### config.mk
export PLATFORM = sky130hd
export DESIGN_NAME = instruction_field_decoder
export DESIGN_NICKNAME = d
export VERILOG_FILES = /design/src/rtl/decoder_pkg.sv /design/src/rtl/instruction_field_decoder.sv
export SDC_FILE = /design/constraint.sdc
export NUM_CORES = 1
export LEC_CHECK = 0
export ABC_AREA = 1
export BUFFER_PORTS_ARGS = -buffer_cell sky130_fd_sc_hd__buf_2
export CAP_MARGIN = 20
export CORE_MARGIN = 2
export CORE_UTILIZATION = 48
export CTS_CLUSTER_SIZE = 10
export DETAILED_ROUTE_END_ITERATION = 7
export HOLD_SLACK_MARGIN = 0.1
export PLACE_DENSITY = 0.85
export SKIP_CTS_REPAIR_TIMING = 1
export SLEW_MARGIN = 25
export SYNTH_ARGS = -nofsm -noshare
export SYNTH_HDL_FRONTEND = slang
export SYNTH_SLANG_ARGS = --single-unit
### constraint.sdc
create_clock -name clk -period 3.4 [get_ports clk]
set_input_delay 0.51 -clock clk [delete_from_list [all_inputs] [get_ports clk]]
set_output_delay 0.51 -clock clk [all_outputs]
set_load 0.005 [all_outputs]
### src/rtl/decoder_pkg.sv
// Shared constants and types for the instruction field decoder.
package decoder_pkg;
	typedef enum logic [1:0] {
		size_byte   = 2'b00,
		size_word   = 2'b01,
		size_double = 2'b11
	} operand_size_type;

	typedef enum logic [1:0] {
		match_none  = 2'b00,
		match_while = 2'b01,
		match_until = 2'b11
	} match_mode_type;

	// Format numbers as presented by the loader.
	localparam logic [4:0] FMT_COND_BRANCH = 5'h00;
	localparam logic [4:0] FMT_SHORT       = 5'h02;
	localparam logic [4:0] FMT_JUMP        = 5'h03;
	localparam logic [4:0] FMT_STRING      = 5'h05;
	localparam logic [4:0] FMT_UNDEF_A     = 5'h0a;
	localparam logic [4:0] FMT_FLOAT       = 5'h0b;
	localparam logic [4:0] FMT_FLOAT_EXT   = 5'h0c;
	localparam logic [4:0] FMT_UNDEF_B     = 5'h0d;
	localparam logic [4:0] FMT_TRANSLATION = 5'h0e;
	localparam logic [4:0] FMT_CUSTOM      = 5'h0f;
	localparam logic [4:0] FMT_UNDEF_C     = 5'h10;
	localparam logic [4:0] FMT_UNDEF_D     = 5'h11;

	// Field positions inside the 24-bit opcode window.
	localparam int SIZE_LSB     = 0;
	localparam int COND_LSB     = 4;
	localparam int SHORT_OP_LSB = 4;
	localparam int SHORT_LSB    = 7;
	localparam int JUMP_OP_LSB  = 7;
	localparam int GEN1_LSB     = 11;
	localparam int GEN2_LSB     = 6;
	localparam int EXT_OP_LSB   = 10;
	localparam int EXT_SHORT_LSB = 15;
	localparam int FP_TYPE_BIT  = 8;
	localparam int REG_LSB      = 11;
	localparam int MATCH_LSB    = 16;
	localparam int BACKWARD_BIT = 15;
	localparam int TRANSL_BIT   = 18;

	// Short-format operations, then the translation-register and reserved jump opcodes.
	localparam logic [2:0] OP_ADD_SHORT  = 3'b000;
	localparam logic [2:0] OP_CMP_SHORT  = 3'b001;
	localparam logic [2:0] OP_STORE_DED  = 3'b010;
	localparam logic [2:0] OP_SET_COND   = 3'b011;
	localparam logic [2:0] OP_ADD_CMP_BR = 3'b100;
	localparam logic [2:0] OP_MOVE_SHORT = 3'b101;
	localparam logic [2:0] OP_LOAD_DED   = 3'b110;
	localparam logic [3:0] OP_LOAD_XLAT  = 4'b0010;
	localparam logic [3:0] OP_STORE_XLAT = 4'b0011;
	localparam logic [3:0] OP_JUMP_BAD   = 4'b1000;

	// Selector limits and the fixed condition codes.
	localparam logic [3:0] DED_RSVD_LO   = 4'b0101;
	localparam logic [3:0] DED_RSVD_HI   = 4'b0111;
	localparam logic [3:0] DED_MODULE    = 4'b1111;
	localparam logic [3:0] XLAT_FIRST    = 4'b1001;
	localparam logic [3:0] COND_ALWAYS   = 4'b1110;
	localparam logic [3:0] COND_NEVER    = 4'b1111;
endpackage : decoder_pkg

### src/rtl/instruction_field_decoder.sv
// Instruction field decoder: operand types, conditions, short immediates, selectors and trap detection.
`timescale 1ns/10ps
module instruction_field_decoder #(
	parameter int IMM_WIDTH = 32
) (
	input  wire logic                          clk,
	input  wire logic                          reset_n,
	input  wire logic                          instr_valid,
	input  wire logic [4:0]                    instr_format,
	input  wire logic [23:0]                   instr_bits,
	input  wire logic                          flag_z,
	input  wire logic                          flag_c,
	input  wire logic                          flag_l,
	input  wire logic                          flag_n,
	input  wire logic                          flag_f,
	output logic                               decode_valid,
	output logic                               dispatch,
	output logic                               undefined_instruction_trap,
	output decoder_pkg::operand_size_type      operand_size,
	output logic                               float_standard,
	output logic                               custom_double,
	output logic                               cond_true,
	output logic [IMM_WIDTH-1:0]               short_immediate,
	output logic [3:0]                         dedicated_select,
	output logic [2:0]                         translation_select,
	output logic                               string_translated,
	output logic                               string_backward,
	output decoder_pkg::match_mode_type        match_mode,
	output logic [2:0]                         register_select,
	output logic [4:0]                         gen_first,
	output logic [4:0]                         gen_second
);
	import decoder_pkg::*;

	// A narrower immediate could not carry the signed short value, so elaboration stops here.
	if (IMM_WIDTH < 4) begin : g_width_check
		$error("IMM_WIDTH must hold at least the 4-bit short field");
	end

	wire [1:0] size_field  = instr_bits[SIZE_LSB +: 2];
	wire [3:0] short_field = instr_bits[SHORT_LSB +: 4];
	wire [2:0] short_op    = instr_bits[SHORT_OP_LSB +: 3];
	wire [3:0] jump_op     = instr_bits[JUMP_OP_LSB +: 4];
	wire [3:0] ext_op      = instr_bits[EXT_OP_LSB +: 4];
	wire [3:0] ext_short   = instr_bits[EXT_SHORT_LSB +: 4];

	wire is_short    = instr_format == FMT_SHORT;
	wire is_jump     = instr_format == FMT_JUMP;
	wire is_string   = instr_format == FMT_STRING;
	wire is_xlat     = instr_format == FMT_TRANSLATION;
	wire is_float    = (instr_format == FMT_FLOAT) || (instr_format == FMT_FLOAT_EXT);
	wire is_custom   = instr_format == FMT_CUSTOM;
	wire is_set_cond = is_short && (short_op == OP_SET_COND);
	wire is_ded      = is_short && ((short_op == OP_LOAD_DED) || (short_op == OP_STORE_DED));
	wire is_xlat_reg = is_xlat && ((ext_op == OP_LOAD_XLAT) || (ext_op == OP_STORE_XLAT));
	wire is_quick    = is_short && ((short_op == OP_ADD_SHORT) || (short_op == OP_CMP_SHORT) ||
		(short_op == OP_ADD_CMP_BR) || (short_op == OP_MOVE_SHORT));

	// Set-on-condition carries its code in the short field; branches carry it in the low opcode byte.
	wire [3:0] cond_code = is_set_cond ? short_field : instr_bits[COND_LSB +: 4];

	function automatic logic cond_eval(input logic [3:0] code, input logic z, input logic c,
		input logic l, input logic n, input logic f);
		logic result;
		result = 1'b0;
		unique case (code)
			4'h0: result = z;
			4'h1: result = !z;
			4'h2: result = c;
			4'h3: result = !c;
			4'h4: result = l;
			4'h5: result = !l;
			4'h6: result = n;
			4'h7: result = !n;
			4'h8: result = f;
			4'h9: result = !f;
			4'ha: result = !l && !z;
			4'hb: result = l || z;
			4'hc: result = !n && !z;
			4'hd: result = n || z;
			4'he: result = 1'b1;
			4'hf: result = 1'b0;
		endcase
		return result;
	endfunction : cond_eval

	wire next_cond_true = cond_eval(cond_code, flag_z, flag_c, flag_l, flag_n, flag_f);

	// Trap sources; each one blocks dispatch below.
	wire ded_reserved  = is_ded && (short_field >= DED_RSVD_LO) && (short_field <= DED_RSVD_HI);
	wire xlat_bad      = is_xlat_reg && (ext_short < XLAT_FIRST);
	wire jump_bad      = is_jump && (jump_op[0] || (jump_op == OP_JUMP_BAD));
	wire string_bad    = is_string && (ext_op[3] || (ext_op[3:2] == 2'b01));
	wire size_bad      = (is_short || is_jump || is_string) && (size_field == 2'b10);
	wire format_bad    = (instr_format == FMT_UNDEF_A) || (instr_format == FMT_UNDEF_B) ||
		(instr_format == FMT_UNDEF_C) || (instr_format == FMT_UNDEF_D);
	wire next_trap     = ded_reserved || xlat_bad || jump_bad || string_bad || size_bad || format_bad;

	wire [IMM_WIDTH-1:0] next_imm = is_quick ?
		{{(IMM_WIDTH-4){short_field[3]}}, short_field} : '0;
	// A slot that is not a valid translation register access keeps the selector index zero; the trap path covers codes below 1001.
	wire [2:0] next_xlat_sel = is_xlat_reg && !xlat_bad ? 3'(ext_short - XLAT_FIRST) : 3'h0;

	always_ff @(posedge clk) begin
		if (!reset_n) begin
			decode_valid <= 1'b0;
			dispatch <= 1'b0;
			undefined_instruction_trap <= 1'b0;
		end else begin
			decode_valid <= instr_valid;
			undefined_instruction_trap <= instr_valid && next_trap;
			dispatch <= instr_valid && !next_trap;
		end
	end

	always_ff @(posedge clk) begin
		if (!reset_n) begin
			operand_size <= size_byte;
			float_standard <= 1'b0;
			custom_double <= 1'b0;
			cond_true <= 1'b0;
			short_immediate <= '0;
			dedicated_select <= 4'h0;
			translation_select <= 3'h0;
			string_translated <= 1'b0;
			string_backward <= 1'b0;
			match_mode <= match_none;
			register_select <= 3'h0;
			gen_first <= 5'h00;
			gen_second <= 5'h00;
		end else if (instr_valid) begin
			operand_size <= operand_size_type'(size_field);
			float_standard <= is_float && instr_bits[FP_TYPE_BIT];
			custom_double <= is_custom && instr_bits[FP_TYPE_BIT];
			cond_true <= next_cond_true;
			short_immediate <= next_imm;
			dedicated_select <= is_ded ? short_field : 4'h0;
			translation_select <= next_xlat_sel;
			string_translated <= is_string && instr_bits[TRANSL_BIT];
			string_backward <= is_string && instr_bits[BACKWARD_BIT];
			match_mode <= is_string ? match_mode_type'(instr_bits[MATCH_LSB +: 2]) : match_none;
			register_select <= instr_bits[REG_LSB +: 3];
			gen_first <= instr_bits[GEN1_LSB +: 5];
			gen_second <= instr_bits[GEN2_LSB +: 5];
		end
	end
endmodule : instruction_field_decoder

==> results of run 1 <==
## flip-flops by register name, summed over array words and instances, names as in the netlist, 2 cells and up
register / flops
gen_second: 5
dedicated_select: 4
short_immediate: 4
gen_first: 3
translation_select: 3
match_mode: 2
operand_size: 2
register_select: 2
## worst paths after layout
kind                                          start                   to  cells after the start
worst min-delay path                  gen_second[1]        gen_second[1]                      2
worst min register to register        gen_second[1]        gen_second[1]                      2
worst max register to register  short_immediate[30]  short_immediate[30]                      2
worst max-delay path            short_immediate[30]  short_immediate[18]                      1
## per-layer routing
layer	global-route usage (%)	vias to the layer above	wire [µm]
met2	34.13	79	1994
met4	7.653	0	41
met5	0	-	0
li1	-	976	-
met3	4.770	2	321
met1	25.83	822	1961
## layout make-up
| cell class | count | area share, % |
|---|---|---|
| flip-flops and latches | 33 | 29.58 |
| well taps | 48 | 2.689 |
| clock buffers | 6 | 3.249 |
| clock inverters | 2 | 0.4482 |
| repair buffers | 94 | 21.18 |
| multi-input cells | 174 | 37.65 |
| inverters | 31 | 5.210 |
## cells by family (layout without fill, tap and decap cells)
family          count (synthesis)  after routing  share of synthesized area, %
simple gates                  139            139                         33.47
buf+inv                        65            133                         19.35
compound gates                 34             34                         11.02
flops                          33             33                         35.48
fa+ha+maj                       1              1                        0.6719
## worst register-to-register path, stage by stage (launching register included)
cell     delay, ns
dfxtp_1       0.71
nand2_1       0.10
o21ai_0       0.08
## report_power, final
part	switching (mW)	internal, mW	total, mW
registers	0.00588	0.399	0.405
logic	0.0731	0.0454	0.119
clock network	0.136	0.142	0.278
total	0.215	0.586	0.801
## placed cells by master, fill, tap and decap left out
| cell type | instances |
|---|---|
| buf_2 | 93 |
| nand2_1 | 79 |
| dfxtp_1 | 33 |
| inv_1 | 26 |
| nand3_1 | 21 |
| nor2_1 | 19 |
| o21ai_0 | 16 |
| nand2_2 | 6 |
| a21oi_1 | 5 |
| clkbuf_8 | 5 |
| inv_2 | 4 |
| o31ai_1 | 4 |
| nand4_1 | 3 |
| nor2_2 | 2 |
| nor4_1 | 2 |
| nor3_1 | 2 |
| a22o_1 | 2 |
| nand3_2 | 2 |
| clkinv_2 | 2 |
| clkinv_1 | 1 |
| nor2_8 | 1 |
| o21a_1 | 1 |
| o22ai_1 | 1 |
| o221ai_1 | 1 |
| a22oi_1 | 1 |
| nor2_4 | 1 |
| nand3b_1 | 1 |
| o21ai_1 | 1 |
| o211ai_1 | 1 |
| a32o_1 | 1 |
| ha_1 | 1 |
| clkbuf_1 | 1 |
| buf_4 | 1 |
## metrics by stage
stage | cells | util, % | hold slack [ns]
floorplan | 272 | - | 0.4426
global placement | 380 | 58.31 | 0.4276
detailed placement | 380 | 58.31 | 0.4316
CTS | 388 | 60.55 | 0.4479
global route | 388 | 60.55 | 0.4632
finish | 388 | 60.55 | 0.4448
==> run summary, run 1 <==
Summing all flip-flop and latch instances after layout gives 660.6 µm². The via count of the first global-routing pass came out at 1579. The detail route stage leaves a number of antenna-violating nets equal to 0. The last weighted congestion value of the routability-driven placer was 0.8805; the clock-pin transition on the worst setup and hold timing paths was 0.07 ns. Clock latency on the worst-skew pair, taken at its later pin, is 0.27 ns. The first routing iteration left 129 violations. At the placement stage, the worst setup path has a slack of 1.414 ns. By instance count, the leading cell after synthesis is nand2_1.

For the achievable frequency, the log shows 579.5 MHz. Among all flip-flop cells after synthesis, the most frequent one is dfxtp_1. Using the TritonRoute via totals, the vias-per-cell ratio works out to 4.843. The floorplan step set the die height to 66.28 µm. For the final routed database, the setup TNS stands at 0 ns. The number of violations of the max-capacitance limit was 0. When the netlist entered floorplanning its net count stood at 310.

The clock arrives with 0 ns of skew. For this run, the slowest stage of the critical path takes 0.71 ns. The family with the most delay on the worst path is flip-flops. After layout, the minimum clock period comes to 1.726 ns.

In this run the count of I/O pins placed on the die edge is 101. The total grt overflow was 0; the largest fanout on the critical path was 30. In the synthesized netlist, the number of instances is 272. The detailed-routing iteration count for the pre-antenna-repair pass was 4. TritonCTS built the clock tree.

Of the cells placed in the final design, the portion with a size suffix greater than 1 is 34.41%. The detail-routed net length per standard cell works out to 11.13 µm. For the worst setup path, the data required time is 2.89 ns. Global routing usage summed across all routing layers: 20.60%. The die is 66.28 µm wide. Class of the tightest hold or removal check: register to register. The worst pin sits at a relative slew slack of 59.15%. The data arrival time of the critical path is 1.22 ns. The placed wire-length estimate after detailed placement came out at 3499 µm. The summed instance area of the synthesized netlist was 1862 µm²; the total vias in the final route was 1879.

STA classifies the critical path startpoint as a register. VDD sags by at most 0.0002050 V. The maximum clock insertion buffer count was 2. The number of failing hold endpoints at the final stage came out at 0.

After filler insertion, the fill cell instance count of the layout stands at 375. By area the synthesized netlist is led by dfxtp_1, nand2_1, buf_4, nand3_1, inv_1. The share of synthesized flip-flops with an asynchronous set or reset was 0%. The run gives 0 as the setup violation total in the final timing report. The run gives 4393 µm² as the die outline area. The run finished with clean final reports. The commonest cells after synthesis are nand2_1, dfxtp_1, buf_4.

Summed over all layers, the routed wires come to 4319 µm. Dividing the synthesized area by the synthesized cell count gives 6.845 µm². The H-tree generated during clock tree synthesis spans 2 levels.

For this design the ratio of total power to cell area is 358.7 nW/µm². The initial antenna violation count is 0. The number of buffers and inverters on the critical path is 1.

The synthesized netlist contains 30 unique library cells. The number of synthesized flops with an enable pin works out to 0. In this run the clock root is driven by a clkbuf_8. The slew at the pin with the worst max-slew slack is 0.6119 ns, and the final design instance area without fill is 2233 µm². In the final layout, the multi-input gates occupy 840.8 µm².

The post-place instance area came out at 2151 µm². Sequential elements use 35.48% of the synthesized area. The kind of critical path was register to output port. The synthesized design devotes to its leading area cell type 35.48% of total area.

The largest total area in the synthesized netlist belongs to dfxtp_1. The sink count of the clock tree is 33. Buffers inserted during clock tree synthesis total 5. The final number of max-transition violations is 0.

The analysis attributes to cell leakage a power of 1.295 nW. The setup check on the worst reg-to-reg path leaves a slack of 2.44 ns. The first-pass GRT wire length is 6893 µm, and the starting density of the core is 50.47%. In this run the tool buffered the top-level ports with 93 buffer cells. Among all stages on the critical path, the largest delay is contributed by dfxtp_1. Relative to the synthesized area, the layout overhead comes to 19.96%. The pin count of the biggest net entering global routing came out at 31. The core region is 3689 µm². Setup slack on the critical path of the routed design comes to 1.674 ns.

The Yosys warning count was 0; the share of the clock period used by the worst path after layout was 50.76%. For the final net count, the log shows 377. STA classifies the critical path endpoint as an output port.

The total power came out at 0.8012 mW. The synthesized design contains 33 register bits. DRC violation count after routing: 0. Setup repair after global routing left no endpoint under its margin. The final antenna diode count is 0. The critical path goes through buf_2.

The cell row count came out at 22.
Note: power is estimated with default switching activity, not from simulation.
==> inputs of run 2 (changes only) <==
Settings changed: ABC_AREA 1 to 0, CORE_UTILIZATION 48 to 42, PLACE_DENSITY 0.85 to 0.77.
Clock period 3.4 ns to 1.5 ns, I/O delays scaled along.
==> run 2 against run 1 <==
  * First-iteration DRC count is 68% lower
  * Register-to-register slack lost 2.0 ns
  * Core utilization is 3.4 points lower
  * The run now ends with negative setup slack left
  * Area after synthesis up 11%
==> run summary, run 2 <==
The critical path in this run is classified as input port to register. For the initial antenna violation count, the log shows 0. For the via count of the first global-routing pass, the log shows 1779.

The number of violations of the max-capacitance limit came out at 0. The worst register-to-register path begins at cond_true. In the routed design, unresolved DRC markers number 0.

The flow ran to the end, but the final reports show violations. The run gives 1.92 ns as the data arrival time of the critical path. The cell with the most instances after synthesis was dfxtp_1.

The cell count after synthesis came out at 256. By count the netlist is led by dfxtp_1, buf_4, inv_1, nor2_1. The final net count came out at 380. The height of the die came out at 74.01 µm.

After synthesis, the mean cell area works out to 8.040 µm². The register name with the most flops was gen_second. Summed over its instances, the top area cell type makes up 32.10% of the synthesized netlist area. The worst setup path is captured at a register. For this block, the initial DRC count from the detailed router was 41. Setup repair after global routing could not meet its margin everywhere. From synthesis to final layout, the design area changed by 31.25%. In the layout the commonest cells are buf_2, dfxtp_1, buf_4.

In this design, the largest share of critical-path delay is due to compound AO/OA/AOI/OAI gates. Clock tree synthesis selected as its root buffer the cell clkbuf_8. Global routing used 19.17% of the available tracks. The worst pin sits at a relative slew slack of 77.41%. The worst setup margin is -0.2518 ns, and the synthesized flop and latch total is 33. The die outline area is 5477 µm².

Sink count of the clock tree: 33. The detail-routed net length per standard cell is 12.46 µm. The floorplan step set the die width to 74.01 µm. Sequential elements use 32.10% of the synthesized area. The end point of the critical path is cond_true. The critical path starts at instr_format[2]. The number of buffers and inverters on the critical path works out to 1.

The leading cell type in the layout, fill and taps excluded was buf_2. The maximum clock insertion buffer count is 2. Net count after synthesis: 294. The worst register-to-register path ends at cond_true. The worst setup path is launched from an input port. The clock-pin transition on the worst setup and hold timing paths is 0.07 ns, and the final antenna diode count is 0. The logs give 2 for the CTS H-tree depth and 5107 µm for the post-detailed-routing wire length. The maximum cell stage delay along the critical path was 0.43 ns.

Largest vdd supply drop: 0.0004279 V. The most common flop cell mapped by yosys is dfxtp_1. The synthesized design contains 0 enable-type register cells. Number of top-level pins: 101.

For this run the aggregate overflow at the end of global routing stands at 0. For the post-detailed-route count of antenna-violating nets, the log shows 0. After synthesis the cells add up to 2058 µm². After synthesis, the share of flip-flops with an asynchronous set or reset is 0%. Data on the critical path is required at its endpoint by 1.66 ns. Leakage power figure: 1.312 nW. The min-delay analysis places its worst path in the category input port to register. The total power is 1.960 mW. Yosys warning count: 0. The detailed router placed 2003 vias in this run.

In the final layout, the share of cells above drive strength 1 is 43.15%. The number of failing hold endpoints at the final stage is 0. In the final layout, the registers with the most flip-flops are gen_second x5, dedicated_select x4, short_immediate x4. The startpoint identified for the worst hold timing path is instr_bits[14].

The critical path depth in cells came out at 8. TritonCTS built the clock tree. In this run the standard cell core region covers 4723 µm². The tools report the post-synthesis cell type count as 46. The number of CTS-inserted buffers is 5, and the largest fanout on the critical path is 8. Of the available clock period, the critical path in the final layout requires 116.8%. The placed wire-length estimate after detailed placement is 4036 µm. The register with the most flip-flops in the layout has 5 of them.

Walking the worst path, the cells encountered are buf_2 -> or3b_4 -> o41a_4 -> mux2i_1 -> xnor2_1 -> o21ai_1 -> a31oi_1 -> a31oi_1. Summed over all instances, the cell type with the most area after synthesis is dfxtp_1. The detailed-routing iteration count for the pre-antenna-repair pass was 4; the vias per cell was 4.885.

The slew at the pin with the worst max-slew slack is 0.3380 ns. The first global-routing pass estimated 8162 µm of wire. Counting the fill cells in the layout gives 440. The worst register-to-register path has a depth of 6. The clock reaches the later pin of the worst-skew pair after 0.28 ns. Most prevalent standard cell on the critical path: a31oi_1. The logs give 1 for the setup violation total in the final timing report and 0.9068 for the last weighted congestion value of the routability-driven placer.

For this configuration, the core starts out at a cell density of 43.58%. For the final database, setup skew stands at 0 ns. The multi-input combinational cells in the finished layout cover a total of 1092 µm².

Worst setup slack for register-to-register paths: 0.47 ns. The number of buffers added on ports is 93. For this design, the slowest cell found on the critical path is o41a_4. In the post-synthesis netlist, the biggest area contributors are dfxtp_1, buf_4, mux2i_1, a21boi_0, nand2b_1. The floorplan has 25 rows. Achievable frequency: 570.8 MHz. Entering global routing, the biggest net connects 30 pins. The area occupied by registers is 660.6 µm². For the final number of max-transition violations, the log shows 0.

The checks that failed: negative setup slack. The time the worst path needs with I/O delays and setup was 1.752 ns. The run gives -0.5709 ns as the worst slack after detailed placement. Dividing total power by cell area gives a power density of 725.5 nW/µm².
[run 2: cell types whose count changed in the layout (fill, tap and decap cells not counted), sizes merged, moves of 8 or more]
| cell | previous run | this run |
|---|---|---|
| a21boi | 0 | 13 |
| and2 | 0 | 9 |
| buf | 94 | 125 |
| inv | 30 | 16 |
| mux2i | 0 | 11 |
| nand2 | 85 | 14 |
| nand2b | 0 | 14 |
| nand3 | 23 | 14 |
| nor2b | 0 | 10 |
| o21ai | 17 | 5 |
| o22ai | 1 | 9 |
[run 2: logic make-up after synthesis]
family,count (synthesis),synth area share [%]
flip-flops,33,32.10
AO/OA/AOI/OAI,49,17.26
AND/OR/NAND/NOR,97,25.96
buffers and inverters,62,17.33
multiplexers,12,5.897
adder cells (fa/ha/maj),1,0.6078
XOR/XNOR,2,0.8512
[run 2: final cells by class]
type	instances	share of cell area, %
tap	67	3.103
inverter	16	2.223
clock inverter	3	0.6484
sequential	33	24.46
multi-input combinational	161	40.44
clock buffer	5	2.547
timing repair buffer	125	26.59
[run 2: stage by stage]
| step | area (µm²) | instances | utilization, % | hold WS [ns] | setup TNS, ns |
|---|---|---|---|---|---|
| detailed placement | 2582 | 402 | 54.68 | 0.4697 | -2.174 |
| finish | 2701 | 410 | 57.19 | 0.1985 | -0.2518 |
| CTS | 2669 | 410 | 56.50 | 0.1949 | -0.2706 |
| global route | 2701 | 410 | 57.19 | 0.1971 | -0.3320 |
| global placement | 2582 | 402 | 54.68 | 0.4640 | -1.783 |
| floorplan | 2077 | 256 | - | 0.3947 | -0.2677 |
[run 2: worst reg2reg max path, cell delays in order, from the launching register on]
cell	delay (ns)
dfxtp_1	0.32
nand2_1	0.06
nor2_1	0.04
a21oi_1	0.10
o21ai_1	0.09
a31oi_1	0.20
a31oi_1	0.10
[run 2: worst min path at each step]
stage                                     end  slack [ns]  cells after the start
after floorplan                  gen_first[4]        0.39                      2
after global placement      string_translated        0.46                      2
after detailed placement  dedicated_select[2]        0.47                      2
after CTS                        gen_first[3]        0.19                      3
after global routing             gen_first[3]        0.20                      3
final                            gen_first[3]        0.20                      3
[run 2: power by group]
group / total [mW] / switching [mW] / internal, mW
clock: 0.670 / 0.349 / 0.320
combinational: 0.375 / 0.190 / 0.185
sequential: 0.915 / 0.0131 / 0.902
total: 1.96 / 0.552 / 1.41
[run 2: per-layer routing]
layer | track usage (%) | vias up | wire length (µm)
met2 | 31.35 | 81 | 2263
li1 | - | 1020 | -
met1 | 25.21 | 897 | 2462
met3 | 5.149 | 5 | 322
met5 | 0 | - | 0
met4 | 4.848 | 0 | 59
==> inputs of run 3 (changes only) <==
Settings changed: PLACE_DENSITY 0.77 to 0.8.
==> run 3 against run 2 <==
  * The run still ends with negative setup slack left
  * Register-to-register slack better by 0.07 ns
  * Maximum frequency grew 0.41%
  * First-iteration DRC count increased to 2.8 times the previous value
==> run summary, run 3 (same netlist as run 2, synthesis figures left out) <==
At the end of routability-driven placement, the weighted congestion stood at 0.9055. The maximum cell stage delay along the critical path is 0.39 ns, and the final sum of negative setup slack is -0.2447 ns. Element type at the critical path start: an input port.

In this run the worst path has a maximum fanout of 3. The tools report the final number of max-transition violations as 0. The final reports fail on negative setup slack. The kind of critical path is input port to register. The vias per cell was 5.000; the post-place instance area was 2570 µm². Counting tap cells, the placed design contains a total of 402 instances. Measured on the finished design, the core utilization comes to 57.48%. The horizontal die dimension was 74.01 µm. The data arrival time of the critical path was 1.95 ns; the share of the clock period used by the worst path after layout was 116.3%.

The final design instance area without fill is 2715 µm². The run gives 0 as the number of failing hold endpoints at the final stage. The detailed-routing iteration count for the pre-antenna-repair pass is 4, and the worst slew margin relative to its limit is 73.79%. The number of flip-flops in the largest register works out to 5. The post-detailed-route count of antenna-violating nets is 0. Net switching is 24.51% of the power.

The height of the die is 74.01 µm. The clock-pin transition on the worst setup and hold timing paths was 0.07 ns; the maximum clock insertion buffer count was 2. The flow ran to the end, but the final reports show violations.

The root buffer cell chosen for the clock tree is clkbuf_8. From synthesis to final layout, the design area changed by 31.91%. 101 I/O pins were placed. The final antenna diode count is 0, and the total power per unit cell area is 793.2 nW/µm². The worst setup path is captured at a register. The global routing usage summed across all routing layers is 19.02%, and the power dissipated by switching net loads is 0.5278 mW.

The first-pass GRT wire length is 8217 µm, and the detailed router's first-iteration violation count is 113. At the pin with the least slew margin, the transition time is 0.3902 ns. Entering global routing, the biggest net connects 30 pins. The cell row count was 25; the number of buffers added on ports was 93. TritonCTS built the clock tree. In this run the number of H-tree levels came out at 2. Combinational logic burns 17.3% of the power. In this run the worst hold path is classified as input port to register. The detail-routed net length per standard cell is 12.75 µm, and the internal power contribution is 1.626 mW.

In the final design database the tool counted 380 nets. In the layout the commonest cells are buf_2, dfxtp_1, buf_4. Setup repair after global routing could not meet its margin everywhere. The tools report the clock network latency to the later pin of the worst-skew pair as 0.27 ns. The critical path goes through buf_2 -> nor3b_4 -> nand2_2 -> or3_4 -> o21ai_0 -> a221oi_2 -> or3_1 -> a31oi_1. Detailed placement ended at an HPWL of 4027 µm. The share of total power dissipated in the clock network is 40.2%. CTS saw 33 sinks.

The tools report the total grt overflow as 0. The largest registers in the layout are gen_second x5, dedicated_select x4, short_immediate x4. The analysis attributes to cell leakage a power of 1.320 nW. Sequential cells burn 42.5% of the power. The time the worst path needs with I/O delays and setup works out to 1.745 ns. The run gives 5 as the number of CTS-inserted buffers. For the worst setup path, the data required time is 1.70 ns. The worst setup skew after layout came out at 0 ns. Ranked by flip-flop count, first place goes to gen_second. The post-route netlist has 43.15% of its cells at a drive strength greater than 1.

For the DRC violation count after routing, the log shows 0. The run gives -0.2447 ns as the worst setup margin. The leading cell type in the layout, fill and taps excluded was buf_2. The logs give 0 for the initial antenna violation count and 1 for the setup violation total in the final timing report. IR analysis of the VDD net gives a maximum drop of 0.0004283 V. In this run the standard cell core region covers 4723 µm².

The largest individual stage delay along the critical path comes from the cell or3_4. The die covers 5477 µm². The run gives 2050 as the total vias in the final route. For this configuration, the core starts out at a cell density of 43.58%. Across the run, the number of max-cap violations was 0. The logs give 5228 µm for the post-detailed-routing wire length and 573.2 MHz for the achievable frequency.

The run gives 1833 as the via count of the first global-routing pass. For the final cell count without fillers, the log shows 410.
==> run 3: power by group through the flow <==
stage                     sequential [mW]  clock (mW)  combinational, mW
after detailed placement            0.935           0              0.360
after global routing                0.917       0.917              0.409
final                               0.915       0.866              0.372
after CTS                           0.915       0.883              0.360
after global placement              0.934           0              0.350
after floorplan                     0.938           0              0.188
==> run 3: critical path: cells and delay by family <==
kind / cells / cell delay (ns)
AND/OR/NAND/NOR: 4 / 1.10
AO/OA/AOI/OAI: 3 / 0.50
buffers and inverters: 1 / 0.13
==> run 3: layout make-up <==
type / count / area, µm²
fillers: 457 / 2008
multi-input cells: 161 / 1089
repair buffers: 125 / 705.7
flip-flops and latches: 33 / 660.6
clock buffers: 7 / 86.33
well taps: 67 / 83.83
inverters: 16 / 60.06
clock inverters: 1 / 30.03
==> run 3: metal layers <==
layer	up-vias	GRT usage [%]	wire length (µm)
met5	-	0	0
met4	0	5.253	36
met1	924	24.79	2337
met3	6	3.794	433
li1	1020	-	-
met2	100	32.14	2420
==> run 3: worst paths after layout <==
kind              depth (start not counted)             to            start  slack (ns)
setup reg to reg                          6      cond_true        cond_true        0.54
hold / removal                            3   gen_first[3]   instr_bits[14]        0.20
setup / recovery                          8      cond_true  instr_format[2]       -0.24
hold reg to reg                           2  match_mode[0]    match_mode[0]        0.47
==> run 3: stage by stage <==
| step | hold WS (ns) | setup WS [ns] | power (mW) |
|---|---|---|---|
| after floorplan | 0.3947 | -0.2677 | 1.126 |
| after global placement | 0.4609 | -0.5300 | 1.284 |
| after detailed placement | 0.4658 | -0.6095 | 1.294 |
| after CTS | 0.2005 | -0.3212 | 2.159 |
| after global routing | 0.2498 | -0.2983 | 2.244 |
| final | 0.1959 | -0.2447 | 2.153 |
